File: src/lms_cfg.svh
// Constants of the listen mode sequencer: link addresses, field positions,
// reset values and the recommended preset words.
// Assumes inclusion by bare name from the device, host, checker and testbench files.
`ifndef LMS_CFG_SVH
`define LMS_CFG_SVH

// Device link register addresses
`define LMS_A_SEQ        4'h0
`define LMS_A_T1         4'h1
`define LMS_A_T2         4'h2
`define LMS_A_RXTO       4'h3
`define LMS_A_MAP        4'h4
`define LMS_A_CMD        4'h5

// Sequencer word fields, then the route bit of the pin map word
`define LMS_F_SLEEP      0
`define LMS_F_START_LO   1
`define LMS_F_START_HI   2
`define LMS_F_LOWP       3
`define LMS_F_IDLE       4
`define LMS_F_RECV_LO    5
`define LMS_F_RECV_HI    7
`define LMS_F_RXTO_LO    8
`define LMS_F_RXTO_HI    9
`define LMS_F_ROUTE      10

// Command word fields
`define LMS_F_CMD_START  0
`define LMS_F_CMD_STOP   1

// Field codes
`define LMS_START_LOWP   2'h0
`define LMS_RECV_PAYLOAD 3'h4
`define LMS_RECV_SYNC    3'h5
`define LMS_RECV_PRE     3'h6
`define LMS_RXTO_LOWP    2'h2

// Reset values
`define LMS_SEQ_RST      10'h000
`define LMS_MAP_RST      11'h000
`define LMS_TMR_RST      16'h0000

// Preset words the host sends
`define LMS_SEQ_PRE      16'h02D9
`define LMS_SEQ_SYNC     16'h02B9
`define LMS_MAP_PRESET   16'h0731

// Host software register addresses
`define LMS_H_CTRL       4'h0
`define LMS_H_T1         4'h1
`define LMS_H_T2         4'h2
`define LMS_H_RXTO       4'h3
`define LMS_H_STATUS     4'h4
`define LMS_H_MASK       4'h5

// Host control and status bits
`define LMS_C_GO_PRE     0
`define LMS_C_GO_SYNC    1
`define LMS_C_STOP       2
`define LMS_S_CRC        0
`define LMS_S_PRE        1
`define LMS_S_SYNC       2

// Host send sequence
`define LMS_STEP_LAST    3'h5

`endif

File: src/lms_pkg.sv
// Types shared by both ends of the listen mode sequencer.
// Assumes nothing beyond a SystemVerilog compiler.
`default_nettype none
package lms_pkg;
    typedef enum logic [3:0] {
        LMS_OFF  = 4'h1,
        LMS_IDLE = 4'h2,
        LMS_RX   = 4'h4,
        LMS_HOLD = 4'h8
    } lms_dev_state_e;

    typedef enum logic [1:0] {
        LMS_H_WAIT = 2'h1,
        LMS_H_SEND = 2'h2
    } lms_host_state_e;

    typedef logic [4:0] lms_dio_t;
endpackage
`default_nettype wire

File: src/lms_link_if.sv
// Link between the host controller and the listen sequencer device.
// Assumes both ends share one clock; the host synchronises the pins.
`timescale 1ns/1ps
`default_nettype none
interface lms_link_if;
    logic              wr;
    logic [3:0]        addr;
    logic [15:0]       wdata;
    lms_pkg::lms_dio_t dio;

    modport dev  (input wr, input addr, input wdata, output dio);
    modport host (output wr, output addr, output wdata, input dio);
endinterface
`default_nettype wire

File: src/lms_dev.sv
// Listen mode sequencer device: config written over the link, a timer
// driven idle/receive cycle, and event routing onto five pins.
// Assumes radio event inputs are single-clock logic on CLK.
//
// Added by the designer: the register offsets and strobed register access.
`timescale 1ns/1ps
`default_nettype none
`include "lms_cfg.svh"
module lms_dev #(
    parameter int TW = 16
) (
    // Clock and reset
    input  wire logic CLK,
    input  wire logic RST,
    // Host link
    lms_link_if.dev   LINK,
    // Radio events
    input  wire logic PREAMBLE_FOUND,
    input  wire logic SYNC_MATCH,
    input  wire logic PAYLOAD_COMPLETE,
    input  wire logic CRC_PASS,
    input  wire logic FIFO_THRESHOLD,
    input  wire logic FIFO_DRAINED,
    input  wire logic RSSI_IRQ,
    // Radio power state
    output logic      RX_ON,
    output logic      IDLE_ON,
    output logic      SLEEP_ON,
    output logic      SEQ_ON
);
    generate
        if (TW < 2 || TW > 16) begin : g_bad_tw
            $error("lms_dev: TW must be 2 to 16");
        end
    endgenerate

    lms_pkg::lms_dev_state_e st_q;
    lms_pkg::lms_dev_state_e st_d;
    logic [9:0]    seq_q;
    logic [9:0]    seq_d;
    logic [10:0]   map_q;
    logic [10:0]   map_d;
    logic [TW-1:0] t1_q;
    logic [TW-1:0] t1_d;
    logic [TW-1:0] t2_q;
    logic [TW-1:0] t2_d;
    logic [TW-1:0] rxto_q;
    logic [TW-1:0] rxto_d;
    logic [TW:0]   cnt_q;
    logic [TW:0]   cnt_d;
    logic [TW-1:0] rxc_q;
    logic [TW-1:0] rxc_d;
    logic          done_q;
    logic          done_d;
    logic          pre_q;
    logic          pre_d;
    logic [4:0]    dio_q;
    logic [4:0]    dio_d;
    logic          start_p;
    logic          stop_p;
    logic [TW:0]   period;
    logic [TW:0]   cnt_nx;
    logic          wrap;
    logic          stop_ev;
    logic          rxto_armed;
    logic [7:0]    ev;

    // Config writes
    always_comb begin
        seq_d  = seq_q;
        map_d  = map_q;
        t1_d   = t1_q;
        t2_d   = t2_q;
        rxto_d = rxto_q;
        if (LINK.wr) begin
            case (LINK.addr)
                `LMS_A_SEQ:  seq_d  = LINK.wdata[9:0];
                `LMS_A_MAP:  map_d  = LINK.wdata[10:0];
                `LMS_A_T1:   t1_d   = LINK.wdata[TW-1:0];
                `LMS_A_T2:   t2_d   = LINK.wdata[TW-1:0];
                `LMS_A_RXTO: rxto_d = LINK.wdata[TW-1:0];
                default: ;
            endcase
        end
    end

    assign start_p = LINK.wr && (LINK.addr == `LMS_A_CMD)
                     && LINK.wdata[`LMS_F_CMD_START];
    assign stop_p  = LINK.wr && (LINK.addr == `LMS_A_CMD)
                     && LINK.wdata[`LMS_F_CMD_STOP];

    assign period = {1'b0, t1_q} + {1'b0, t2_q};
    assign cnt_nx = cnt_q + {{TW{1'b0}}, 1'b1};
    assign wrap   = (cnt_nx >= period);

    // Stop condition chosen by the receive exit code
    always_comb begin
        case (seq_q[`LMS_F_RECV_HI:`LMS_F_RECV_LO])
            `LMS_RECV_PRE:     stop_ev = PREAMBLE_FOUND;
            `LMS_RECV_SYNC:    stop_ev = SYNC_MATCH;
            `LMS_RECV_PAYLOAD: stop_ev = PAYLOAD_COMPLETE;
            default:           stop_ev = 1'b0;
        endcase
    end
    assign rxto_armed =
        (seq_q[`LMS_F_RECV_HI:`LMS_F_RECV_LO] == `LMS_RECV_SYNC);

    // Sequencer
    always_comb begin
        st_d   = st_q;
        cnt_d  = cnt_q;
        rxc_d  = rxc_q;
        done_d = done_q;
        pre_d  = pre_q;
        // Cycle timer runs only while the sequencer is on
        if (st_q == lms_pkg::LMS_IDLE || st_q == lms_pkg::LMS_RX) begin
            cnt_d = wrap ? '0 : cnt_nx;
            if (wrap) begin
                done_d = 1'b0;
            end
        end
        case (st_q)
            lms_pkg::LMS_OFF: ;
            lms_pkg::LMS_IDLE: begin
                if (!done_q && (cnt_nx >= {1'b0, t1_q}) && !wrap) begin
                    if (seq_q[`LMS_F_IDLE]) begin
                        st_d  = lms_pkg::LMS_RX;
                        rxc_d = '0;
                        pre_d = 1'b0;
                    end else begin
                        done_d = 1'b1;
                    end
                end
            end
            lms_pkg::LMS_RX: begin
                rxc_d = rxc_q + {{(TW-1){1'b0}}, 1'b1};
                if (PREAMBLE_FOUND) begin
                    pre_d = 1'b1;
                end
                if (stop_ev) begin
                    st_d = lms_pkg::LMS_HOLD;
                end else if (wrap) begin
                    st_d = lms_pkg::LMS_IDLE;
                end else if (rxto_armed && !pre_q && !PREAMBLE_FOUND
                             && (rxc_d >= rxto_q)) begin
                    done_d = 1'b1;
                    if (seq_q[`LMS_F_RXTO_HI:`LMS_F_RXTO_LO]
                        == `LMS_RXTO_LOWP) begin
                        st_d = lms_pkg::LMS_IDLE;
                    end else begin
                        st_d = lms_pkg::LMS_OFF;
                    end
                end
            end
            lms_pkg::LMS_HOLD: ;
            default: st_d = lms_pkg::LMS_OFF;
        endcase
        // Commands override timers in every state
        if (stop_p) begin
            st_d = lms_pkg::LMS_OFF;
        end else if (start_p) begin
            cnt_d  = '0;
            rxc_d  = '0;
            done_d = 1'b0;
            pre_d  = 1'b0;
            if (seq_q[`LMS_F_START_HI:`LMS_F_START_LO] == `LMS_START_LOWP)
            begin
                st_d = seq_q[`LMS_F_LOWP] ? lms_pkg::LMS_IDLE
                                           : lms_pkg::LMS_OFF;
            end else begin
                st_d = lms_pkg::LMS_RX;
            end
        end
    end

    // Event vector for pin routing
    assign ev = {RX_ON,
                 st_q == lms_pkg::LMS_HOLD,
                 map_q[`LMS_F_ROUTE] ? PREAMBLE_FOUND : RSSI_IRQ,
                 SYNC_MATCH,
                 FIFO_DRAINED,
                 FIFO_THRESHOLD,
                 CRC_PASS,
                 PAYLOAD_COMPLETE};

    // Event index per pin, three bits per code, pin 4 on top
    localparam logic [59:0] pin_ev_tab = {
        3'h5, 3'h2, 3'h7, 3'h6,
        3'h1, 3'h6, 3'h2, 3'h3,
        3'h4, 3'h0, 3'h7, 3'h3,
        3'h1, 3'h0, 3'h3, 3'h2,
        3'h5, 3'h2, 3'h1, 3'h0
    };

    genvar g;
    generate
        for (g = 0; g < 5; g++) begin : g_dio
            assign dio_d[g] = ev[pin_ev_tab[12*g + 3*map_q[2*g+1:2*g] +: 3]];
        end
    endgenerate

    always_ff @(posedge CLK or posedge RST) begin
        if (RST) begin
            st_q   <= lms_pkg::LMS_OFF;
            seq_q  <= `LMS_SEQ_RST;
            map_q  <= `LMS_MAP_RST;
            t1_q   <= '0;
            t2_q   <= '0;
            rxto_q <= '0;
            cnt_q  <= '0;
            rxc_q  <= '0;
            done_q <= 1'b0;
            pre_q  <= 1'b0;
            dio_q  <= 5'h00;
        end else begin
            st_q   <= st_d;
            seq_q  <= seq_d;
            map_q  <= map_d;
            t1_q   <= t1_d;
            t2_q   <= t2_d;
            rxto_q <= rxto_d;
            cnt_q  <= cnt_d;
            rxc_q  <= rxc_d;
            done_q <= done_d;
            pre_q  <= pre_d;
            dio_q  <= dio_d;
        end
    end

    assign LINK.dio = dio_q;
    assign RX_ON    = (st_q == lms_pkg::LMS_RX) || (st_q == lms_pkg::LMS_HOLD);
    assign IDLE_ON  = (st_q == lms_pkg::LMS_IDLE);
    assign SLEEP_ON = IDLE_ON && seq_q[`LMS_F_SLEEP];
    assign SEQ_ON   = IDLE_ON || (st_q == lms_pkg::LMS_RX);
endmodule
`default_nettype wire

File: src/flat_wrapper.sv
// flat-port wrapper written by rule: the top's interface ports become plain ports
module lms_dev_flat 
#(
    parameter int TW = 16
)
  (CLK, RST, PREAMBLE_FOUND, SYNC_MATCH, PAYLOAD_COMPLETE, CRC_PASS, FIFO_THRESHOLD, FIFO_DRAINED, RSSI_IRQ, RX_ON, IDLE_ON, SLEEP_ON, SEQ_ON, LINK_wr, LINK_addr, LINK_wdata, LINK_dio);
  lms_link_if LINK_i ();
  input  wire logic CLK;
  input  wire logic RST;
  input  wire logic PREAMBLE_FOUND;
  input  wire logic SYNC_MATCH;
  input  wire logic PAYLOAD_COMPLETE;
  input  wire logic CRC_PASS;
  input  wire logic FIFO_THRESHOLD;
  input  wire logic FIFO_DRAINED;
  input  wire logic RSSI_IRQ;
  output logic RX_ON;
  output logic IDLE_ON;
  output logic SLEEP_ON;
  output logic SEQ_ON;
  input wire logic [$bits(LINK_i.wr)-1:0] LINK_wr;
  input wire logic [$bits(LINK_i.addr)-1:0] LINK_addr;
  input wire logic [$bits(LINK_i.wdata)-1:0] LINK_wdata;
  output wire logic [$bits(LINK_i.dio)-1:0] LINK_dio;
  assign LINK_i.wr = LINK_wr;
  assign LINK_i.addr = LINK_addr;
  assign LINK_i.wdata = LINK_wdata;
  assign LINK_dio = LINK_i.dio;
  lms_dev #(.TW(TW)) u_core (.CLK(CLK), .RST(RST), .LINK(LINK_i), .PREAMBLE_FOUND(PREAMBLE_FOUND), .SYNC_MATCH(SYNC_MATCH), .PAYLOAD_COMPLETE(PAYLOAD_COMPLETE), .CRC_PASS(CRC_PASS), .FIFO_THRESHOLD(FIFO_THRESHOLD), .FIFO_DRAINED(FIFO_DRAINED), .RSSI_IRQ(RSSI_IRQ), .RX_ON(RX_ON), .IDLE_ON(IDLE_ON), .SLEEP_ON(SLEEP_ON), .SEQ_ON(SEQ_ON));
endmodule
File: config.mk
export PLATFORM = sky130hd
export DESIGN_NAME = lms_dev_flat
export DESIGN_NICKNAME = d
export VERILOG_FILES = /design/src/lms_pkg.sv /design/src/lms_link_if.sv /design/src/lms_dev.sv /design/src/flat_wrapper.sv
export VERILOG_INCLUDE_DIRS = /design/src
export SDC_FILE = /design/constraint.sdc
export NUM_CORES = 1
export LEC_CHECK = 0
export BUFFER_PORTS_ARGS = -buffer_cell sky130_fd_sc_hd__buf_2
export CAP_MARGIN = 20
export CELL_PAD_IN_SITES_DETAIL_PLACEMENT = 1
export CELL_PAD_IN_SITES_GLOBAL_PLACEMENT = 2
export CORE_ASPECT_RATIO = 1.25
export CORE_UTILIZATION = 44
export CTS_CLUSTER_SIZE = 16
export DETAILED_ROUTE_END_ITERATION = 10
export PLACE_DENSITY_LB_ADDON = 0.1
export SKIP_CTS_REPAIR_TIMING = 1
export SYNTH_ARGS = -nofsm -noshare
export SYNTH_HDL_FRONTEND = slang
export SYNTH_SLANG_ARGS = --single-unit
File: constraint.sdc
create_clock -name CLK -period 14 [get_ports CLK]
set_input_delay 1.4 -clock CLK [delete_from_list [all_inputs] [get_ports CLK]]
set_output_delay 1.4 -clock CLK [all_outputs]
set_load 0.02 [all_outputs]
==> results.json <==
{
  "vias": 5457,
  "clock_tree.buffer_depth": 2,
  "sequential_power_share_pct": 30.8,
  "cap_viol_max_count": 0,
  "die_y_microns": 144,
  "fin_worst_skew_ps": 13.7,
  "area.growth.synth_to_final_pct": 14.3,
  "netlist_top_cells_area": "dfrtp_1 39%, ha_1 12%, mux2_2 11%, a21oi_1 2.7%, xnor2_1 2.6%",
  "antennaDiodeCount": 0,
  "io-pin-count": 39,
  "synth.yosys.seq_area_share_pct": 39.7,
  "detail_route.first_pass.iterations": 4,
  "power-per-cell-area_nw_per_um2": 189,
  "required_time_at_the_worst_slack_endpoint_ps": 14340,
  "initial_utilization_pct": 45.4,
  "slew_viol_final": 0,
  "post_dp_cell_area_sq_um": 7570,
  "core-area_sq_um": 15700,
  "dominantRegCellSynth": "dfrtp_1",
  "run_status": "complete, no violations",
  "clkLatencyLatePin_ps": 420,
  "worstPathMaxFanout": 14,
  "arrival_ps": 5540,
  "final_layout_size_suffix_gt1_share_pct": 22.3,
  "hold_violations": 0,
  "grt_use_total_pct": 25.3,
  "cts_htree_levels": 4,
  "drt_drc_violations_left": 0,
  "met1_capacity_usage_during_global_routing_pct": 29.1,
  "ys.warnings.count": 0,
  "fp.dieW_microns": 116,
  "worst_slew_pin_slew_ps": 1010,
  "grt_max_degree": 87,
  "distinct_cell_type_count_after_synthesis": 65,
  "layout.cell_area.non_filler_sq_um": 8150,
  "antenna_found_initial": 0,
  "maxClockFrequency_ghz": 0.192,
  "power_leakage_uw": 0.00379,
  "die_area_sq_um": 16700,
  "gr-total-overflow": 0,
  "detail_route.wirelength_mm": 19.2,
  "clock_tree_from_tritoncts": "done",
  "min_period_ps": 5210,
  "design.final.nets": 830,
  "post_synth_inst_count": 683,
  "synth_enable_flop_cells": 0,
  "drt-vias-per-instance": 5.71,
  "slew_headroom_pct": 32.2,
  "grt.busiest_layer": "met2",
  "power.switching_uw": 597,
  "via_count_of_the_first_global_routing_pass": 6029,
  "reg2reg_setup_slack_ps": 8790,
  "share_clk_of_total_power_pct": 26.8,
  "cp-start-kind": "register",
  "share_comb_of_total_power_pct": 42.4,
  "hold_path.class": "register to register",
  "cp-end-kind": "register",
  "syn_avg_cell_area_sq_um": 10.4,
  "grt_setup_unrepaired": "false",
  "timing.final.crit_share_pct": 37.2,
  "first_pass_grt_wire_length_mm": 31.6,
  "net_sw_share_pct": 38.7,
  "layout.cells.most_common_list": "112 x dfrtp_1, 70 x mux2_2, 69 x ha_1",
  "cts_buffers": 17,
  "cell_accounting_for_the_most_synthesized_area": "dfrtp_1",
  "postRouteAntennaNets": 0,
  "synth.top_cell.area_share_pct": 39.3,
  "worst_ir_drop_vdd_mv": 0.0952,
  "synth.cell_area_sq_um": 7130,
  "gp_congestion": 0.831,
  "clock_sinks": 113,
  "layout.core_utilization_pct": 51.9,
  "groute.layer.met2.usage_pct": 45.8,
  "syn-num-nets": 783,
  "dp_hpwl_mm": 14.1,
  "timing.setup.critical_path_class": "register to register",
  "drtIter0Drc": 256,
  "ys_async_sr_fraction_pct": 100,
  "number_of_port_buffers": 38,
  "placement_rows": 51,
  "gr-usage-met3_pct": 4.57,
  "post-layout-total-power_uw": 1540,
  "final.setup.tns_ps": 0,
  "final-setup-viol-count": 0,
  "postSynthRegisterBits": 113,
  "power.internal_uw": 946,
  "avgRoutedWirePerCell_microns": 20.2,
  "clkSlewWorstSetupHoldPaths_ps": 60,
  "mostFrequentLayoutCell": "dfrtp_1",
  "clock_tree.root_cell": "clkbuf_16"
}
synthesized netlist by cell type (5+ instances only):
library cell and n:
dfrtp_1 112, mux2_2 70, ha_1 69, inv_1 42
nor2_1 42, nand2_1 41, a21oi_1 39, nand3_1 23
xnor2_1 21, xor2_1 21, and3_1 16, nand3b_1 15
o21ai_0 15, o21ai_1 15, clkbuf_1 14, a22o_1 11
a31oi_1 8, o211ai_1 8, a21o_1 7, nand2b_1 7
and2_1 6, nor3_1 6, nand4_1 5
path summary, 6_finish.rpt:
path	depth (start not counted)	start	endpoint
max reg2reg	18	u_core.t1_q[0]$_DFFE_PP0P_	u_core.rxc_q[11]$_DFF_PP0_
min in group asynchronous	2	RST	u_core.t1_q[0]$_DFFE_PP0P_
max in group asynchronous	4	RST	u_core.t2_q[15]$_DFFE_PP0P_
min	1	u_core.rxto_q[12]$_DFFE_PP0P_	u_core.rxto_q[12]$_DFFE_PP0P_
min reg2reg	1	u_core.rxto_q[12]$_DFFE_PP0P_	u_core.rxto_q[12]$_DFFE_PP0P_
max	18	u_core.t1_q[0]$_DFFE_PP0P_	u_core.rxc_q[11]$_DFF_PP0_
sequential cells by signal, summed over array words and instances (netlist names):
register and flops:
u_core.cnt_q 17, u_core.rxc_q 16, u_core.map_q 11, u_core.st_q 4, u_core.LINK.dio 5, u_core.t2_q 16
u_core.pre_q 1, u_core.seq_q 10, u_core.done_q 1, u_core.rxto_q 16, u_core.t1_q 16
kinds of logic (layout without fill, tap and decap cells):
family                   Yosys count  after routing  share of synthesized area [%]
AO/OA/AOI/OAI                    141            141                           13.6
XOR/XNOR                          42             42                           5.16
adder cells (fa/ha/maj)           70             70                           12.4
buffers and inverters             59            119                           3.23
flip-flops                       113            113                           39.7
multiplexers                      76             76                           12.6
AND/OR/NAND/NOR                  182            182                           13.4
power groups by stage:
stage          sequential, uW  clock [uW]  combinational, uW
6_report                  476         414                654
5_1_grt                   488         436                738
4_1_cts                   476         421                661
3_5_place_dp              480           0                646
3_3_place_gp              475           0                611
2_1_floorplan             462           0                487
critical path, stage by stage, from the launching register on:
cell and delay, ps:
dfrtp_1 400, ha_1 220, fa_1 430, a21oi_2 180, o21ai_2 120, a2111oi_4 420, o31ai_1 170, o41a_1 380
a311oi_2 340, xor2_1 120, ha_1 330, a21o_1 120, a211o_1 210, a31oi_1 60, nor2_1 260, o31ai_4 230
a211oi_2 850, o21ai_1 160, o21ai_1 110
metal layers:
layer / wire (microns) / up-vias
li1: - / 2591
met1: 8070 / 2744
met2: 10200 / 82
met3: 413 / 40
met4: 550 / 0
met5: 0 / -
stage by stage:
step | hold slack [ps] | worst slack [ps] | std cells
after global routing | 519 | 8430 | 955
final | 504 | 8790 | 955
after CTS | 507 | 8760 | 954
after global placement | 481 | 9110 | 922
after floorplan | 470 | 9590 | 683
after detailed placement | 495 | 8870 | 922
cell type report:
class	instances	area (sq um)
well taps	212	265
fillers	1757	7540
clock inverters	6	57.6
repair buffers	44	255
flip-flops and latches	113	2830
inverters	43	164
clock buffers	26	499
multi-input cells	511	4080
No activity file was read; power rests on OpenSTA's default activity.
